<file path="src/inc/dpsp_pkg.sv">
// ============================================================
// shared constants for the serial programming port
// ============================================================
package dpsp_pkg;

   // word layout: last bit in sits at bit 0 of the shift register
   localparam int WORD_W = 21; // bits kept per burst
   localparam int ADDR_W = 4; // trailing address field
   localparam int DATA_W = 17; // leading data field
   localparam int ADDR_LSB = 0; // address field position in the word
   localparam int DATA_LSB = 4; // data field position in the word

   // ============================================================
   // latch address codes
   // ============================================================
   localparam logic [3:0] ADDR_CTRL = 4'h0; // control and test word
   localparam logic [3:0] ADDR_MAIN_FB = 4'h1; // main loop feedback divider
   localparam logic [3:0] ADDR_MAIN_REF = 4'h2; // main loop reference divider
   localparam logic [3:0] ADDR_SECOND_FB = 4'h3; // second loop feedback divider
   localparam logic [3:0] ADDR_SECOND_REF = 4'h4; // second loop reference divider

   // ============================================================
   // control word fields (data field bit positions)
   // ============================================================
   localparam int CTL_TEST_HI = 16; // test bits, upper
   localparam int CTL_TEST_LO = 15; // test bits, lower
   localparam int CTL_LOCK_MAIN = 14; // lock_sel_main
   localparam int CTL_LOCK_SECOND = 13; // lock_sel_second
   localparam int CTL_RATIO_HI = 12; // pump_ratio_sel_hi
   localparam int CTL_RATIO_LO = 11; // pump_ratio_sel_lo
   localparam int CTL_SW_MAIN = 9; // main_loop_sw_shutdown
   localparam int CTL_SW_SECOND = 8; // second_loop_sw_shutdown

   // ============================================================
   // divider widths and reset values
   // ============================================================
   localparam int MAIN_FB_W = 17; // main feedback coefficient
   localparam int MAIN_REF_W = 11; // main reference coefficient
   localparam int SECOND_FB_W = 14; // second feedback coefficient
   localparam int SECOND_REF_W = 11; // second reference coefficient
   // both loops start switched off until software turns them on
   localparam logic [16:0] CTRL_RESET = 17'h00300;
   localparam logic [16:0] MAIN_FB_RESET = 17'h00200; // lowest legal ratio
   localparam logic [10:0] MAIN_REF_RESET = 11'h008;
   localparam logic [13:0] SECOND_FB_RESET = 14'h0040;
   localparam logic [10:0] SECOND_REF_RESET = 11'h008;

   // lock output source selection
   typedef enum logic [1:0] {
      LOCK_OFF = 2'b00,
      LOCK_SECOND = 2'b01,
      LOCK_MAIN = 2'b10,
      LOCK_BOTH = 2'b11
   } dpsp_lock_sel_t;

   // rising edge of a sampled level
   function automatic logic rise(input logic prev, input logic cur);
      rise = cur & ~prev;
   endfunction

endpackage

</file>
<file path="src/core/dpsp_sync.sv">
`timescale 1ns/1ps
// ============================================================
// two flop synchroniser for pin inputs
// ============================================================
module dpsp_sync #(
   parameter int W = 1
) (
   input wire logic clk_i,
   input wire logic reset_i,
   input wire logic clk_en_i,
   input wire logic [W-1:0] async_i,
   output logic [W-1:0] sync_o
);
   logic [W-1:0] meta_q; // first stage, read only by the second
   logic [W-1:0] sync_q; // second stage

   // both stages freeze with the clock enable
   always_ff @(posedge clk_i or posedge reset_i) begin
      if (reset_i) begin
         meta_q <= '0;
         sync_q <= '0;
      end else if (clk_en_i) begin
         meta_q <= async_i;
         sync_q <= meta_q;
      end
   end

   assign sync_o = sync_q;
endmodule // dpsp_sync

</file>
<file path="src/core/dpsp_divider.sv">
`timescale 1ns/1ps
// ============================================================
// programmable down counter with reload from its ratio latch
// ============================================================
module dpsp_divider #(
   parameter int W = 11
) (
   input wire logic clk_i,
   input wire logic reset_i,
   input wire logic clk_en_i,
   input wire logic run_i,
   input wire logic tick_i,
   input wire logic [W-1:0] ratio_i,
   output logic reload_o,
   output logic pulse_o
);
   localparam logic [W-1:0] ONE = {{(W-1){1'b0}}, 1'b1}; // decrement step
   logic [W-1:0] cnt_q; // ticks left before the next reload
   logic pulse_q; // one cycle output pulse
   logic at_end; // this tick reads the ratio latch

   assign at_end = (cnt_q == '0);
   // ratio latch is read on this cycle
   assign reload_o = run_i & tick_i & at_end;

   // while stopped the count is preset, so paired dividers restart in step
   always_ff @(posedge clk_i or posedge reset_i) begin
      if (reset_i) begin
         cnt_q <= '0;
         pulse_q <= 1'b0;
      end else if (clk_en_i) begin
         if (!run_i) begin
            cnt_q <= ratio_i - ONE;
            pulse_q <= 1'b0;
         end else if (tick_i && at_end) begin
            cnt_q <= ratio_i - ONE;
            pulse_q <= 1'b1;
         end else if (tick_i) begin
            cnt_q <= cnt_q - ONE;
            pulse_q <= 1'b0;
         end else begin
            pulse_q <= 1'b0;
         end
      end
   end

   assign pulse_o = pulse_q;
endmodule // dpsp_divider

</file>
<file path="src/core/dpsp_top.sv">
`timescale 1ns/1ps
// How it works
// clock edges ignored while enable high
// keep only last 21 bits, no count
// enable rising loads the addressed latch
// programming accepted even while loops off
// host keeps reference clock running
// host sends most significant bit first
// last four bits address, rest data
// only five address codes select latches
// enable rising edge makes one load pulse
// load pulse never meets divider reload
// host holds enable high long enough
// host raises enable after full word
// divider latches sized 17, 11, 14, 11
// host writes zero test bits
// software shutdown bits, one means off
// lock select chooses lock output source
// ratio bits pick pump ratio, halve normal
// shutdowns gate dividers and pumps, speedup
// effective shutdown is hardware or software
// restart main and reference dividers together
// second loop dividers 14 and 11 bits
// main feedback ratio spans 512 to 131071
// lock pulse lasts as long as error
// unknown address leaves latches unchanged
// data sampled on programming clock rise
module dpsp_top (
   input wire logic clk_i, // crystal reference clock
   input wire logic reset_i,
   input wire logic clk_en_i,
   input wire logic prog_enable_n_i, // programming enable pin
   input wire logic prog_clk_i, // programming clock pin
   input wire logic prog_data_i, // programming data pin
   input wire logic main_loop_hw_shutdown_i,
   input wire logic second_loop_hw_shutdown_i,
   input wire logic speedup_i, // fast mode request pin
   input wire logic main_vco_tick_i, // prescaled main vco
   input wire logic second_vco_tick_i, // prescaled second vco
   output logic main_normal_pump_up_o,
   output logic main_normal_pump_dn_o,
   output logic main_speedup_pump_up_o,
   output logic main_speedup_pump_dn_o,
   output logic second_loop_pump_up_o,
   output logic second_loop_pump_dn_o,
   output logic [1:0] pump_ratio_sel_o,
   output logic main_normal_pump_half_o,
   output logic main_dividers_on_o,
   output logic second_dividers_on_o,
   output logic lock_pin_o,
   output logic lock_pin_oe_n_o
);
   // ============================================================
   // pin synchronisation
   // ============================================================
   localparam int NPIN = 8; // number of synchronised pins
   logic [NPIN-1:0] pins_raw; // pins as they arrive
   logic [NPIN-1:0] pins_s; // pins after two flops
   logic en_act_s; // enable active, synchronised
   logic en_n_s; // enable level, idles high
   logic pclk_s; // programming clock, synchronised
   logic pdata_s; // data, synchronised
   logic hw_main_s; // main hardware shutdown
   logic hw_second_s; // second hardware shutdown
   logic fast_s; // speedup request
   logic mtick_s; // main vco tick level
   logic stick_s; // second vco tick level

   assign pins_raw = {~prog_enable_n_i, prog_clk_i, prog_data_i, main_loop_hw_shutdown_i,
                      second_loop_hw_shutdown_i, speedup_i, main_vco_tick_i, second_vco_tick_i};

   dpsp_sync #(.W(NPIN)) u_sync (
      .clk_i(clk_i),
      .reset_i(reset_i),
      .clk_en_i(clk_en_i),
      .async_i(pins_raw),
      .sync_o(pins_s)
   );

   assign {en_act_s, pclk_s, pdata_s, hw_main_s, hw_second_s, fast_s, mtick_s, stick_s} = pins_s;
   // enable enters inverted: synchroniser reset level is idle, no false burst end
   assign en_n_s = ~en_act_s;

   // previous samples for edge detection
   logic en_n_prev_q;
   logic pclk_prev_q;
   logic mtick_prev_q;
   logic stick_prev_q;

   // edge history; enable idles high so no spurious load at release
   always_ff @(posedge clk_i or posedge reset_i) begin
      if (reset_i) begin
         en_n_prev_q <= 1'b1;
         pclk_prev_q <= 1'b0;
         mtick_prev_q <= 1'b0;
         stick_prev_q <= 1'b0;
      end else if (clk_en_i) begin
         en_n_prev_q <= en_n_s;
         pclk_prev_q <= pclk_s;
         mtick_prev_q <= mtick_s;
         stick_prev_q <= stick_s;
      end
   end

   logic pclk_rise; // programming clock rising
   logic en_rise; // burst end
   logic mtick; // one main vco tick
   logic stick; // one second vco tick
   assign pclk_rise = dpsp_pkg::rise(pclk_prev_q, pclk_s);
   assign en_rise = dpsp_pkg::rise(en_n_prev_q, en_n_s);
   assign mtick = dpsp_pkg::rise(mtick_prev_q, mtick_s);
   assign stick = dpsp_pkg::rise(stick_prev_q, stick_s);

   // ============================================================
   // shift register
   // ============================================================
   logic [dpsp_pkg::WORD_W-1:0] shift_q; // last bits clocked in
   logic shift_en; // capture this data bit
   logic [dpsp_pkg::ADDR_W-1:0] addr_field; // latch_addr_field
   logic [dpsp_pkg::DATA_W-1:0] data_field; // leading seventeen bits

   // edges outside a burst are dropped with their bit
   assign shift_en = pclk_rise & ~en_n_s;

   // older leading bits fall off the top, no pulse count kept
   always_ff @(posedge clk_i or posedge reset_i) begin
      if (reset_i) begin
         shift_q <= '0;
      end else if (clk_en_i && shift_en) begin
         shift_q <= {shift_q[dpsp_pkg::WORD_W-2:0], pdata_s};
      end
   end

   // first bit in ends at the top, so trailing bits are the address
   assign addr_field = shift_q[dpsp_pkg::ADDR_LSB +: dpsp_pkg::ADDR_W];
   assign data_field = shift_q[dpsp_pkg::DATA_LSB +: dpsp_pkg::DATA_W];

   // ============================================================
   // load pulse scheduling
   // ============================================================
   logic load_pend_q; // burst ended, load not yet done
   logic any_reload; // some divider reads its latch now
   logic load_fire; // the single load pulse
   logic main_fb_rl, main_ref_rl, second_fb_rl, second_ref_rl;

   assign any_reload = main_fb_rl | main_ref_rl | second_fb_rl | second_ref_rl;
   // held back for as long as any divider is reloading
   assign load_fire = load_pend_q & ~any_reload;

   // the wait is short: reference dividers reload no more than every few cycles
   always_ff @(posedge clk_i or posedge reset_i) begin
      if (reset_i) begin
         load_pend_q <= 1'b0;
      end else if (clk_en_i) begin
         load_pend_q <= en_rise | (load_pend_q & ~load_fire);
      end
   end

   // ============================================================
   // latches
   // ============================================================
   logic [dpsp_pkg::DATA_W-1:0] ctrl_q; // control_test_word
   logic [dpsp_pkg::MAIN_FB_W-1:0] main_fb_q; // main_loop_fb_divider
   logic [dpsp_pkg::MAIN_REF_W-1:0] main_ref_q; // main_loop_ref_divider
   logic [dpsp_pkg::SECOND_FB_W-1:0] second_fb_q; // second_loop_fb_divider
   logic [dpsp_pkg::SECOND_REF_W-1:0] second_ref_q; // second_loop_ref_divider
   logic sel_ctrl, sel_main_fb, sel_main_ref, sel_second_fb, sel_second_ref;

   // five codes decode; the other eleven select nothing
   assign sel_ctrl = load_fire & (addr_field == dpsp_pkg::ADDR_CTRL); // see R8
   assign sel_main_fb = load_fire & (addr_field == dpsp_pkg::ADDR_MAIN_FB);
   assign sel_main_ref = load_fire & (addr_field == dpsp_pkg::ADDR_MAIN_REF);
   assign sel_second_fb = load_fire & (addr_field == dpsp_pkg::ADDR_SECOND_FB);
   assign sel_second_ref = load_fire & (addr_field == dpsp_pkg::ADDR_SECOND_REF);

   // writes are never gated by shutdown; upper pad bits are dropped
   always_ff @(posedge clk_i or posedge reset_i) begin
      if (reset_i) begin
         ctrl_q <= dpsp_pkg::CTRL_RESET;
         main_fb_q <= dpsp_pkg::MAIN_FB_RESET;
         main_ref_q <= dpsp_pkg::MAIN_REF_RESET;
         second_fb_q <= dpsp_pkg::SECOND_FB_RESET;
         second_ref_q <= dpsp_pkg::SECOND_REF_RESET;
      end else if (clk_en_i) begin
         if (sel_ctrl) ctrl_q <= data_field; // see R3
         if (sel_main_fb) main_fb_q <= data_field[dpsp_pkg::MAIN_FB_W-1:0];
         if (sel_main_ref) main_ref_q <= data_field[dpsp_pkg::MAIN_REF_W-1:0];
         if (sel_second_fb) second_fb_q <= data_field[dpsp_pkg::SECOND_FB_W-1:0];
         if (sel_second_ref) second_ref_q <= data_field[dpsp_pkg::SECOND_REF_W-1:0];
      end
   end

   // ============================================================
   // power control
   // ============================================================
   logic main_off; // effective main shutdown
   logic second_off; // effective second shutdown
   dpsp_pkg::dpsp_lock_sel_t lock_sel; // lock output source
   logic [1:0] ratio_sel; // pump ratio bits

   // either hardware pin or software bit switches a loop off
   assign main_off = hw_main_s | ctrl_q[dpsp_pkg::CTL_SW_MAIN]; // see R19
   assign second_off = hw_second_s | ctrl_q[dpsp_pkg::CTL_SW_SECOND]; // see R19
   assign lock_sel = dpsp_pkg::dpsp_lock_sel_t'({ctrl_q[dpsp_pkg::CTL_LOCK_MAIN],
                                                 ctrl_q[dpsp_pkg::CTL_LOCK_SECOND]});
   assign ratio_sel = {ctrl_q[dpsp_pkg::CTL_RATIO_HI], ctrl_q[dpsp_pkg::CTL_RATIO_LO]};

   // ============================================================
   // dividers
   // ============================================================
   logic main_fb_p, main_ref_p, second_fb_p, second_ref_p; // divider outputs

   // main pair shares one run signal, so both leave shutdown together
   dpsp_divider #(.W(dpsp_pkg::MAIN_FB_W)) u_main_fb ( // see R20
      .clk_i(clk_i),
      .reset_i(reset_i),
      .clk_en_i(clk_en_i),
      .run_i(~main_off),
      .tick_i(mtick),
      .ratio_i(main_fb_q),
      .reload_o(main_fb_rl),
      .pulse_o(main_fb_p)
   );

   dpsp_divider #(.W(dpsp_pkg::MAIN_REF_W)) u_main_ref (
      .clk_i(clk_i),
      .reset_i(reset_i),
      .clk_en_i(clk_en_i),
      .run_i(~main_off),
      .tick_i(1'b1),
      .ratio_i(main_ref_q),
      .reload_o(main_ref_rl),
      .pulse_o(main_ref_p)
   );

   dpsp_divider #(.W(dpsp_pkg::SECOND_FB_W)) u_second_fb (
      .clk_i(clk_i),
      .reset_i(reset_i),
      .clk_en_i(clk_en_i),
      .run_i(~second_off),
      .tick_i(stick),
      .ratio_i(second_fb_q),
      .reload_o(second_fb_rl),
      .pulse_o(second_fb_p)
   );

   dpsp_divider #(.W(dpsp_pkg::SECOND_REF_W)) u_second_ref (
      .clk_i(clk_i),
      .reset_i(reset_i),
      .clk_en_i(clk_en_i),
      .run_i(~second_off),
      .tick_i(1'b1),
      .ratio_i(second_ref_q),
      .reload_o(second_ref_rl),
      .pulse_o(second_ref_p)
   );

   // ============================================================
   // phase detectors and outputs
   // ============================================================
   // up while reference leads, down while feedback leads, clear when both seen
   function automatic logic [1:0] pfd_next(input logic up, input logic dn,
                                           input logic ref_p, input logic fb_p,
                                           input logic off);
      logic nu;
      logic nd;
      nu = up | ref_p;
      nd = dn | fb_p;
      if (off || (nu && nd)) begin
         pfd_next = 2'b00;
      end else begin
         pfd_next = {nu, nd};
      end
   endfunction

   logic main_up_q, main_dn_q, second_up_q, second_dn_q; // detector state
   logic main_err, second_err, lock_err; // phase error levels
   logic fast_on; // speedup pump allowed
   logic [1:0] main_pfd_d, second_pfd_d;

   assign main_pfd_d = pfd_next(main_up_q, main_dn_q, main_ref_p, main_fb_p, main_off);
   assign second_pfd_d = pfd_next(second_up_q, second_dn_q, second_ref_p, second_fb_p,
                                  second_off);
   assign main_err = main_up_q | main_dn_q;
   assign second_err = second_up_q | second_dn_q;
   assign fast_on = ~main_off & fast_s;
   // error source picked by the lock select field
   assign lock_err = (lock_sel == dpsp_pkg::LOCK_SECOND) ? second_err :
                     (lock_sel == dpsp_pkg::LOCK_MAIN) ? main_err :
                     (lock_sel == dpsp_pkg::LOCK_BOTH) ? (main_err | second_err) : 1'b0;

   // detector state
   always_ff @(posedge clk_i or posedge reset_i) begin
      if (reset_i) begin
         {main_up_q, main_dn_q} <= 2'b00;
         {second_up_q, second_dn_q} <= 2'b00;
      end else if (clk_en_i) begin
         {main_up_q, main_dn_q} <= main_pfd_d;
         {second_up_q, second_dn_q} <= second_pfd_d;
      end
   end

   // registered pin outputs, one cycle behind the detector
   always_ff @(posedge clk_i or posedge reset_i) begin
      if (reset_i) begin
         main_normal_pump_up_o <= 1'b0;
         main_normal_pump_dn_o <= 1'b0;
         main_speedup_pump_up_o <= 1'b0;
         main_speedup_pump_dn_o <= 1'b0;
         second_loop_pump_up_o <= 1'b0;
         second_loop_pump_dn_o <= 1'b0;
         pump_ratio_sel_o <= 2'b00;
         main_normal_pump_half_o <= 1'b0;
         main_dividers_on_o <= 1'b0;
         second_dividers_on_o <= 1'b0;
         lock_pin_oe_n_o <= 1'b1;
         lock_pin_o <= 1'b0;
      end else if (clk_en_i) begin
         main_normal_pump_up_o <= main_up_q & ~main_off;
         main_normal_pump_dn_o <= main_dn_q & ~main_off;
         main_speedup_pump_up_o <= main_up_q & fast_on;
         main_speedup_pump_dn_o <= main_dn_q & fast_on;
         second_loop_pump_up_o <= second_up_q & ~second_off;
         second_loop_pump_dn_o <= second_dn_q & ~second_off;
         pump_ratio_sel_o <= ratio_sel;
         main_normal_pump_half_o <= ratio_sel[1];
         main_dividers_on_o <= ~main_off;
         second_dividers_on_o <= ~second_off;
         lock_pin_oe_n_o <= ~lock_err;
         lock_pin_o <= 1'b0; // open drain, only ever sinks
      end
   end

   // ============================================================
   // checks
   // ============================================================
   a_shift_ignored: assert property (@(posedge clk_i) disable iff (reset_i)
      (clk_en_i && en_n_s) |=> $stable(shift_q))
      else $error("shift register moved while enable high");

   a_shift_keeps: assert property (@(posedge clk_i) disable iff (reset_i)
      (clk_en_i && shift_en) |=> shift_q == {$past(shift_q[dpsp_pkg::WORD_W-2:0]), $past(pdata_s)})
      else $error("shift register did not take the new bit");

   a_load_ctrl: assert property (@(posedge clk_i) disable iff (reset_i)
      (clk_en_i && load_fire && addr_field == dpsp_pkg::ADDR_CTRL)
         |=> ctrl_q == $past(data_field))
      else $error("control latch not loaded");

   a_unknown_addr: assert property (@(posedge clk_i) disable iff (reset_i)
      (load_fire && addr_field > dpsp_pkg::ADDR_SECOND_REF) |=> $stable(ctrl_q)
         && $stable(main_fb_q) && $stable(main_ref_q) && $stable(second_fb_q)
         && $stable(second_ref_q))
      else $error("unmapped address changed a latch");

   a_no_clash: assert property (@(posedge clk_i) disable iff (reset_i)
      (clk_en_i && any_reload) |=> $stable(ctrl_q) && $stable(main_fb_q)
         && $stable(main_ref_q) && $stable(second_fb_q) && $stable(second_ref_q))
      else $error("load pulse met a divider reload");

   a_load_single: assert property (@(posedge clk_i) disable iff (reset_i)
      (clk_en_i && en_rise) |-> ##[1:4] (load_fire && clk_en_i) || !clk_en_i)
      else $error("no load pulse after enable rise");

   a_off_merge: assert property (@(posedge clk_i) disable iff (reset_i)
      clk_en_i |=> main_dividers_on_o == !$past(hw_main_s || ctrl_q[dpsp_pkg::CTL_SW_MAIN]))
      else $error("main divider state not or of shutdowns");

   a_speedup_gate: assert property (@(posedge clk_i) disable iff (reset_i)
      (clk_en_i && (main_off || !fast_s)) |=> !main_speedup_pump_up_o
         && !main_speedup_pump_dn_o)
      else $error("speedup pump active while not allowed");

   a_lock_both: assert property (@(posedge clk_i) disable iff (reset_i)
      (clk_en_i && ctrl_q[dpsp_pkg::CTL_LOCK_MAIN] && ctrl_q[dpsp_pkg::CTL_LOCK_SECOND])
         |=> lock_pin_oe_n_o == !$past(main_err || second_err))
      else $error("lock output not or of both errors");

   a_ratio_half: assert property (@(posedge clk_i) disable iff (reset_i)
      clk_en_i |=> main_normal_pump_half_o == $past(ctrl_q[dpsp_pkg::CTL_RATIO_HI]))
      else $error("normal pump half not following ratio bit");
endmodule // dpsp_top

</file>
<file path="config.mk">
export PLATFORM = sky130hd
export DESIGN_NAME = dpsp_top
export DESIGN_NICKNAME = d
export VERILOG_FILES = /design/src/inc/dpsp_pkg.sv /design/src/core/dpsp_sync.sv /design/src/core/dpsp_divider.sv /design/src/core/dpsp_top.sv
export SDC_FILE = /design/constraint.sdc
export NUM_CORES = 1
export LEC_CHECK = 0
export BUFFER_PORTS_ARGS = -buffer_cell sky130_fd_sc_hd__clkbuf_2
export CORE_ASPECT_RATIO = 1.1
export CORE_MARGIN = 2
export CORE_UTILIZATION = 53
export CTS_BUF_LIST = sky130_fd_sc_hd__clkbuf_16
export CTS_CLUSTER_DIAMETER = 120
export DETAILED_ROUTE_END_ITERATION = 7
export GPL_ROUTABILITY_DRIVEN = 0
export MAX_ROUTING_LAYER = met4
export PLACE_DENSITY_LB_ADDON = 0.08
export REMOVE_ABC_BUFFERS = 1
export SYNTH_ARGS = -nofsm -noshare
export SYNTH_HDL_FRONTEND = slang
export SYNTH_SLANG_ARGS = --single-unit
export TNS_END_PERCENT = 10
</file>
<file path="constraint.sdc">
create_clock -name clk_i -period 5.5 [get_ports clk_i]
set_input_delay 0.55 -clock clk_i [delete_from_list [all_inputs] [get_ports clk_i]]
set_output_delay 0.55 -clock clk_i [all_outputs]
set_load 0.05 [all_outputs]
</file>
# --- Word-level counts from Yosys, hierarchy flattened ---
# Index checks and enable logic that the tools add are counted.
totals:
  wordCells: 144
  ramBits: 0
  inputBits: 11
  romBits: 0
  latch_bits: 0
  output_inout_bits: 13
  n_memories: 0
  ff_bits: 183
classes:
  n_mux: 23
  shift: 0
  multipliers: 0
  n_reduce_logical: 21
  addsub: 8
  magnitude_cmp: 0
  eq_ne: 7
  div: 0
  bitwise: 49
ops:
  columns: ["op", "count"]
  rows:
  - ["two-way mux 17 bit", 3]
  - ["two-way mux 11 bit", 4]
  - ["subtractor 11 x 1 -> 11 bit (second input constant)", 4]
  - ["two-way mux 14 bit", 3]
  - ["subtractor 17 x 1 -> 17 bit (second input constant)", 2]
  - ["subtractor 14 x 1 -> 14 bit (second input constant)", 2]
  - ["bitwise AND 1 bit", 25]
  - ["logical NOT 11 bit", 2]
  - ["logical NOT 17 bit", 1]
  - ["logical NOT 14 bit", 1]
  - ["AND reduction 2 bit", 7]
  - ["OR 1 bit", 13]
  - ["two-way mux 1 bit", 11]
  - ["inverter 1 bit", 11]
  - ["equality test 4 x 2 -> 1 bit (second input constant)", 2]
  - ["nonzero test 3 bit", 2]
  - ["logical AND 1 bit", 5]
  - ["equality test 2 bit (second input constant)", 2]
  - ["equality test 4 x 1 -> 1 bit (second input constant)", 1]
  - ["equality test 4 x 3 -> 1 bit (second input constant)", 1]
  - ["logical NOT 4 bit", 1]
  - ["two-way mux 2 bit", 2]
  - ["equality test 2 x 1 -> 1 bit (second input constant)", 1]
  - ["logical OR 1 bit", 2]

# --- Logic depth before layout (Yosys ltp) ---
depth:
  ltp_word: 12
  ltp_mapped: 8
  ltp_nobuf: 7

# --- Hierarchy ---
# A second synthesis with hierarchy kept.
unflattened:
  cells_unflattened: 858
  area_unflattened_um2: 9327.7
by_module_without_submodules:
  columns: ["mod", "area_each_um2", "instances", "cells_each", "seq_area_each_um2"]
  rows:
  - ["dpsp_top", 3990.1, 1, 260, 2512.4]
  - ["dpsp_divider at u_main_ref ...", 984.7, 2, 116, 300.3]
  - ["dpsp_divider at u_main_fb", 1516.5, 1, 182, 450.4]
  - ["dpsp_divider at u_second_fb", 1198.6, 1, 149, 375.4]
  - ["dpsp_sync", 653.1, 1, 35, 400.4]

# --- Worst setup path after synthesis ---
# No wires, ideal clock.
synth_timing:
  kind: "register to register"
  startpoint: "register u_second_ref.cnt_q[0]"
  endpoint: "register second_fb_q[0] (netlist name)"
  period_less_slack_ns: 2.427
  setup_ns: 0.125
  path_slack_ns: 3.073
  arrival_time_ns: 2.302
  path_stages_with_launch: 9
  t_required_ns: 5.375
  n_path_buf: 1
  path_cell_list: "dfrtp_1 inv_1 ha_1 or4b_4 or4_4 nand2_4 nor4_2 buf_6 mux2_4"
synth_between:
  elab_chain_cells: 7
synth_rtl:
  columns: ["element", "line_no", "source"]
  rows:
  - ["start: declaration", "dpsp_divider.sv:18", "logic [W-1:0] cnt_q;"]
  - ["start signal: assignment", "dpsp_divider.sv:33", "cnt_q <= ratio_i - ONE;"]
  - ["start signal: assignment", "dpsp_divider.sv:36", "cnt_q <= ratio_i - ONE;"]
  - ["start signal: assignment", "dpsp_divider.sv:39", "cnt_q <= cnt_q - ONE;"]
  - ["logical NOT 11 bit", "dpsp_divider.sv:22", "assign at_end = (cnt_q == '0);"]
  - ["bitwise AND 1 bit", "dpsp_divider.sv:24", "assign reload_o = run_i & tick_i & at_end;"]
  - ["OR 1 bit", "dpsp_top.sv:146", "assign any_reload = main_fb_rl | main_ref_rl | second_fb_rl | second_ref_rl;"]
  - ["inverter 1 bit", "dpsp_top.sv:148", "assign load_fire = load_pend_q & ~any_reload;"]
  - ["bitwise AND 1 bit", "dpsp_top.sv:148", null]
  - ["bitwise AND 1 bit", "dpsp_top.sv:173", "assign sel_second_fb = load_fire & (addr_field == dpsp_pkg::ADDR_SECOND_FB);"]
  - ["AND reduction 2 bit (no source line)", null, null]
  - ["end signal: assignment", "dpsp_top.sv:182", "second_fb_q <= dpsp_pkg::SECOND_FB_RESET;"]
  - ["end signal: assignment", "dpsp_top.sv:188", "if (sel_second_fb) second_fb_q <= data_field[dpsp_pkg::SECOND_FB_W-1:0];"]
  - ["end: declaration", "dpsp_top.sv:165", "logic [dpsp_pkg::SECOND_FB_W-1:0] second_fb_q;"]
# Every way passes these cells.
# A chain may end at the register's enable or synchronous reset.

# --- Worst setup path after layout ---
layout_timing:
  startpoint: "register u_second_fb.cnt_q[0]"
  endpoint: "register main_fb_q[12] (netlist name)"
layout_between:
  elab_chain_cells: 8
layout_rtl:
  columns: ["element", "line_no", "source"]
  rows:
  - ["start: declaration", "dpsp_divider.sv:18", null]
  - ["start signal: assignment", "dpsp_divider.sv:33", null]
  - ["start signal: assignment", "dpsp_divider.sv:36", null]
  - ["start signal: assignment", "dpsp_divider.sv:39", null]
  - ["logical NOT 14 bit", "dpsp_divider.sv:22", null]
  - ["bitwise AND 1 bit", "dpsp_divider.sv:24", null]
  - ["OR 1 bit (2 in a row)", "dpsp_top.sv:146", null]
  - ["inverter 1 bit", "dpsp_top.sv:148", null]
  - ["bitwise AND 1 bit", "dpsp_top.sv:148", null]
  - ["bitwise AND 1 bit", "dpsp_top.sv:171", "assign sel_main_fb = load_fire & (addr_field == dpsp_pkg::ADDR_MAIN_FB);"]
  - ["AND reduction 2 bit (no source line)", null, null]
  - ["end signal: assignment", "dpsp_top.sv:180", "main_fb_q <= dpsp_pkg::MAIN_FB_RESET;"]
  - ["end signal: assignment", "dpsp_top.sv:186", "if (sel_main_fb) main_fb_q <= data_field[dpsp_pkg::MAIN_FB_W-1:0];"]
  - ["end: declaration", "dpsp_top.sv:163", "logic [dpsp_pkg::MAIN_FB_W-1:0] main_fb_q;"]
# Every way passes these cells.

==> run_results.csv <==
group,metric,value,unit
status,outcome,"completed",
cells_and_area,fill_cells,1353,
global_route,initial_antenna_violation_count,0,
routing,routedWlPerCell,18.3,um
sta,final.period_utilization,54.4,%
routing,post_drt_via_cell_ratio,6.06,
clocking,cts-resized-gates,0,
synthesis,synth_adder_area_share,1.38,%
cells_and_area,multi_input_comb_area,0.00441,mm2
routing,routed_wl,19.4,mm
placement,dpl-instance-area,0.00932,mm2
synthesis,synth-simple-area-share,15.7,%
cells_and_area,mostFrequentLayoutCell,"sky130_fd_sc_hd__dfrtp_1",
clocking,ctsHoldBuffers,0,
routing,remaining_drc_errors,0,
clocking,setup_repair_bufs_after_cts,0,
synthesis,synth_compound_gate_area_share,11.1,%
synthesis,synth_edf_count,0,
synthesis,synthMuxAreaShare,16.3,%
run,max_cap_viol_count,0,
power_and_ir_drop,internal_power,0.00235,W
floorplanning,chipWidth,129,um
clocking,clock_tree.buffer_depth,2,
cells_and_area,insertedDiodeCount,0,
clocking,cts_buf_count,17,
critical_path,critPathLaunchType,"flip-flop",
critical_path,timing.critical_path.to_type,"flip-flop",
global_route,grt_pass1_wl,32.4,mm
synthesis,post-synth-top-area-fraction,45.7,%
cells_and_area,layout-drive-gt1-share,23.1,%
routing,total_number_of_vias,6399,
placement,detailedPlacementHpwl,13.1,mm
power_and_ir_drop,max-vdd-ir-drop,229,uV
clocking,cts_root_buffer,"sky130_fd_sc_hd__clkbuf_16",
routing,drt_first_pass_iters,5,
power_and_ir_drop,pwr-share-comb,17.6,%
synthesis,netlist-cell-type-count,74,
synthesis,sequential_element_share_of_the_synthesized_area,48.0,%
sta,clock_skew,0.0109,ns
critical_path,worst-path-max-fanout,17,
critical_path,timing.critical_path.required,5.81,ns
power_and_ir_drop,seq_power_share,47.5,%
sta,max_slew_margin,14.4,%
clocking,clkSlewWorstSetupHoldPaths,0.07,ns
synthesis,dominant_combinational_cell_family_by_area_after_synthesis,"multiplexers",
synthesis,synthesized_netlist_cell_count,822,
floorplanning,fp.coreArea,0.0169,mm2
sta,clock.fmax,334,MHz
global_route,pin_count_of_the_biggest_net_entering_global_routing,82,
floorplanning,floorplan.die.height,141,um
sta,min_period,2.99,ns
synthesis,post-synth-top-area-cell,"sky130_fd_sc_hd__dfrtp_1",
global_route,overflow,0,
floorplanning,ios,24,
min_path,hold_path_class,"in -> async",
synthesis,dominant_cells_by_area_after_synthesis,"sky130_fd_sc_hd__dfrtp_1, sky130_fd_sc_hd__mux2_2, sky130_fd_sc_hd__mux2_4",
sta,rsz0062_at_grt,"no",
synthesis,yosys_warnings,0,
cells_and_area,final_cell_mix,"sky130_fd_sc_hd__dfrtp_1, sky130_fd_sc_hd__mux2_2, sky130_fd_sc_hd__o21ai_0",
clocking,tritoncts,"built",
cells_and_area,layout.area.seq,0.00434,mm2
sta,finalMaxSlewViolations,0,
critical_path,worst-setup-path-type,"reg -> reg",
critical_path,ff2ff_setup_slack,2.51,ns
power_and_ir_drop,power_switching,0.00101,W
floorplanning,floorplan.initialDensity,53.5,%
synthesis,syn_area_per_cell,11.0,um2
sta,hold-worst-slack,0.253,ns
placement,port_buffers,22,
power_and_ir_drop,pwr_density_cell,340,mW/mm2
floorplanning,num_rows,50,
clocking,cts-htree-levels,4,
power_and_ir_drop,power.share.clock,34.9,%
global_route,first_global_vias,6339,
global_route,grt_util_all_layers,23.2,%
cells_and_area,finish.net_count,856,
sta,final_setup_fails,0,
clocking,cts_num_sinks,173,
synthesis,post_synth_xor_area_fraction,3.97,%
clocking,clkLatencyLatePin,0.43,ns
critical_path,worst_ep_arrival_time,3.30,ns
power_and_ir_drop,static-leakage-power,4.38,nW
sta,hold_viol_final,0,
floorplanning,fp.dieArea,0.0181,mm2
synthesis,synth.ff_latch_count,173,
power_and_ir_drop,p_sw_share,30.1,%
cells_and_area,synthToLayoutAreaGrowth,9.51,%
sta,setup-tns-final,0,ns
routing,ant_nets,0,
synthesis,most_used_flip_flop_cell_after_synthesis,"sky130_fd_sc_hd__dfrtp_1",
sta,worst_slew_pin_slew,1.27,ns
routing,dr.first_iter.drc_count,528,
synthesis,synth.cell_area,0.00904,mm2
cells_and_area,post-route-cell-area,0.00990,mm2
synthesis,synth_async_sr_flop_share,100,%
[power groups by stage]
stage / combinational (W) / sequential (W) / clock [W]
2_1_floorplan: 0.000445 / 0.00158 / 0
3_3_place_gp: 0.000571 / 0.00160 / 0
3_5_place_dp: 0.000592 / 0.00161 / 0
4_1_cts: 0.000594 / 0.00159 / 0.00120
5_1_grt: 0.000662 / 0.00162 / 0.00125
6_report: 0.000591 / 0.00160 / 0.00117
[synthesized netlist by cell type, drive strengths merged, types with 5 or more instances]
master / count
xnor2: 19
nand2: 52
o21a: 5
inv: 33
dfrtp: 165
nand4b: 6
dfstp: 8
a21oi: 30
o2bb2ai: 5
nor4: 29
ha: 10
nor2: 37
nor3: 33
nand4: 13
nor3b: 8
o21ai: 58
buf: 18
or4: 12
a22oi: 7
mux2i: 17
clkbuf: 20
nor4b: 5
mux2: 106
xor2: 22
or3: 8
a2bb2oi: 5
a221o: 6
nand3: 27
[registers in the layout (all words and copies together) (netlist names), 2 cells and up]
name / count
u_sync.meta_q: 8
pump_ratio_sel_o: 2
shift_q: 21
ctrl_q: 6
u_main_ref.cnt_q: 11
second_ref_q: 11
second_fb_q: 14
u_main_fb.cnt_q: 17
u_second_ref.cnt_q: 11
main_fb_q: 17
u_sync.sync_o: 8
main_ref_q: 11
u_second_fb.cnt_q: 14
[layout make-up]
cell class / count / share of cell area [%]
clock buffers: 17 / 4.30
clock inverters: 15 / 1.50
inverters: 33 / 1.30
multi-input cells: 578 / 44.6
flip-flops and latches: 173 / 43.8
well taps: 208 / 2.63
repair buffers: 32 / 1.87
[cells by family after synthesis]
| group | after synthesis |
|---|---|
| simple gates | 250 |
| compound gates | 153 |
| mux | 123 |
| buf+inv | 71 |
| xor+xnor | 41 |
| fa+ha+maj | 10 |
| flops | 173 |
| other cells | 1 |
[critical path, stage by stage, from the launching register on]
cell and delay, ns:
sky130_fd_sc_hd__dfrtp_1 0.39, sky130_fd_sc_hd__inv_1 0.09, sky130_fd_sc_hd__ha_1 0.22, sky130_fd_sc_hd__nor4bb_1 0.14, sky130_fd_sc_hd__nand4_1 0.30, sky130_fd_sc_hd__nor2_2 0.19, sky130_fd_sc_hd__nor4_4 1.12, sky130_fd_sc_hd__mux2_2 0.43
[routing by layer]
metal / wire length [um] / part of all wire (%) / track usage (%) / vias to the layer above
li1: - / - / - / 3062
met5: 0 / 0 / - / -
met4: 424 / 2.2 / 8.47 / 0
met2: 9350 / 48 / 36.7 / 149
met3: 616 / 3.2 / 3.76 / 31
met1: 8980 / 46 / 30.5 / 3157
[through the flow]
step	util [%]	cells	power, W	setup slack, ns
2_1_floorplan	-	784	0.00202	0.275
3_5_place_dp	55.2	1024	0.00221	2.31
6_report	58.6	1056	0.00336	2.51
3_3_place_gp	55.2	1024	0.00217	2.37
5_1_grt	58.6	1056	0.00353	2.30
4_1_cts	58.6	1056	0.00338	2.50
[path summary, 6_finish.rpt]
check / depth (start not counted) / endpoint / startpoint
setup / recovery: 7 / main_fb_q[12] / u_second_fb.cnt_q[0]
min in group clk_i: 2 / u_sync.meta_q[7] / prog_enable_n_i
max in group asynchronous: 3 / u_main_fb.cnt_q[16] / reset_i
hold / removal: 2 / u_sync.meta_q[5] / reset_i
setup reg to reg: 7 / main_fb_q[12] / u_second_fb.cnt_q[0]
hold reg to reg: 2 / en_n_prev_q / en_n_prev_q
(Power assumes the default switching activity.)
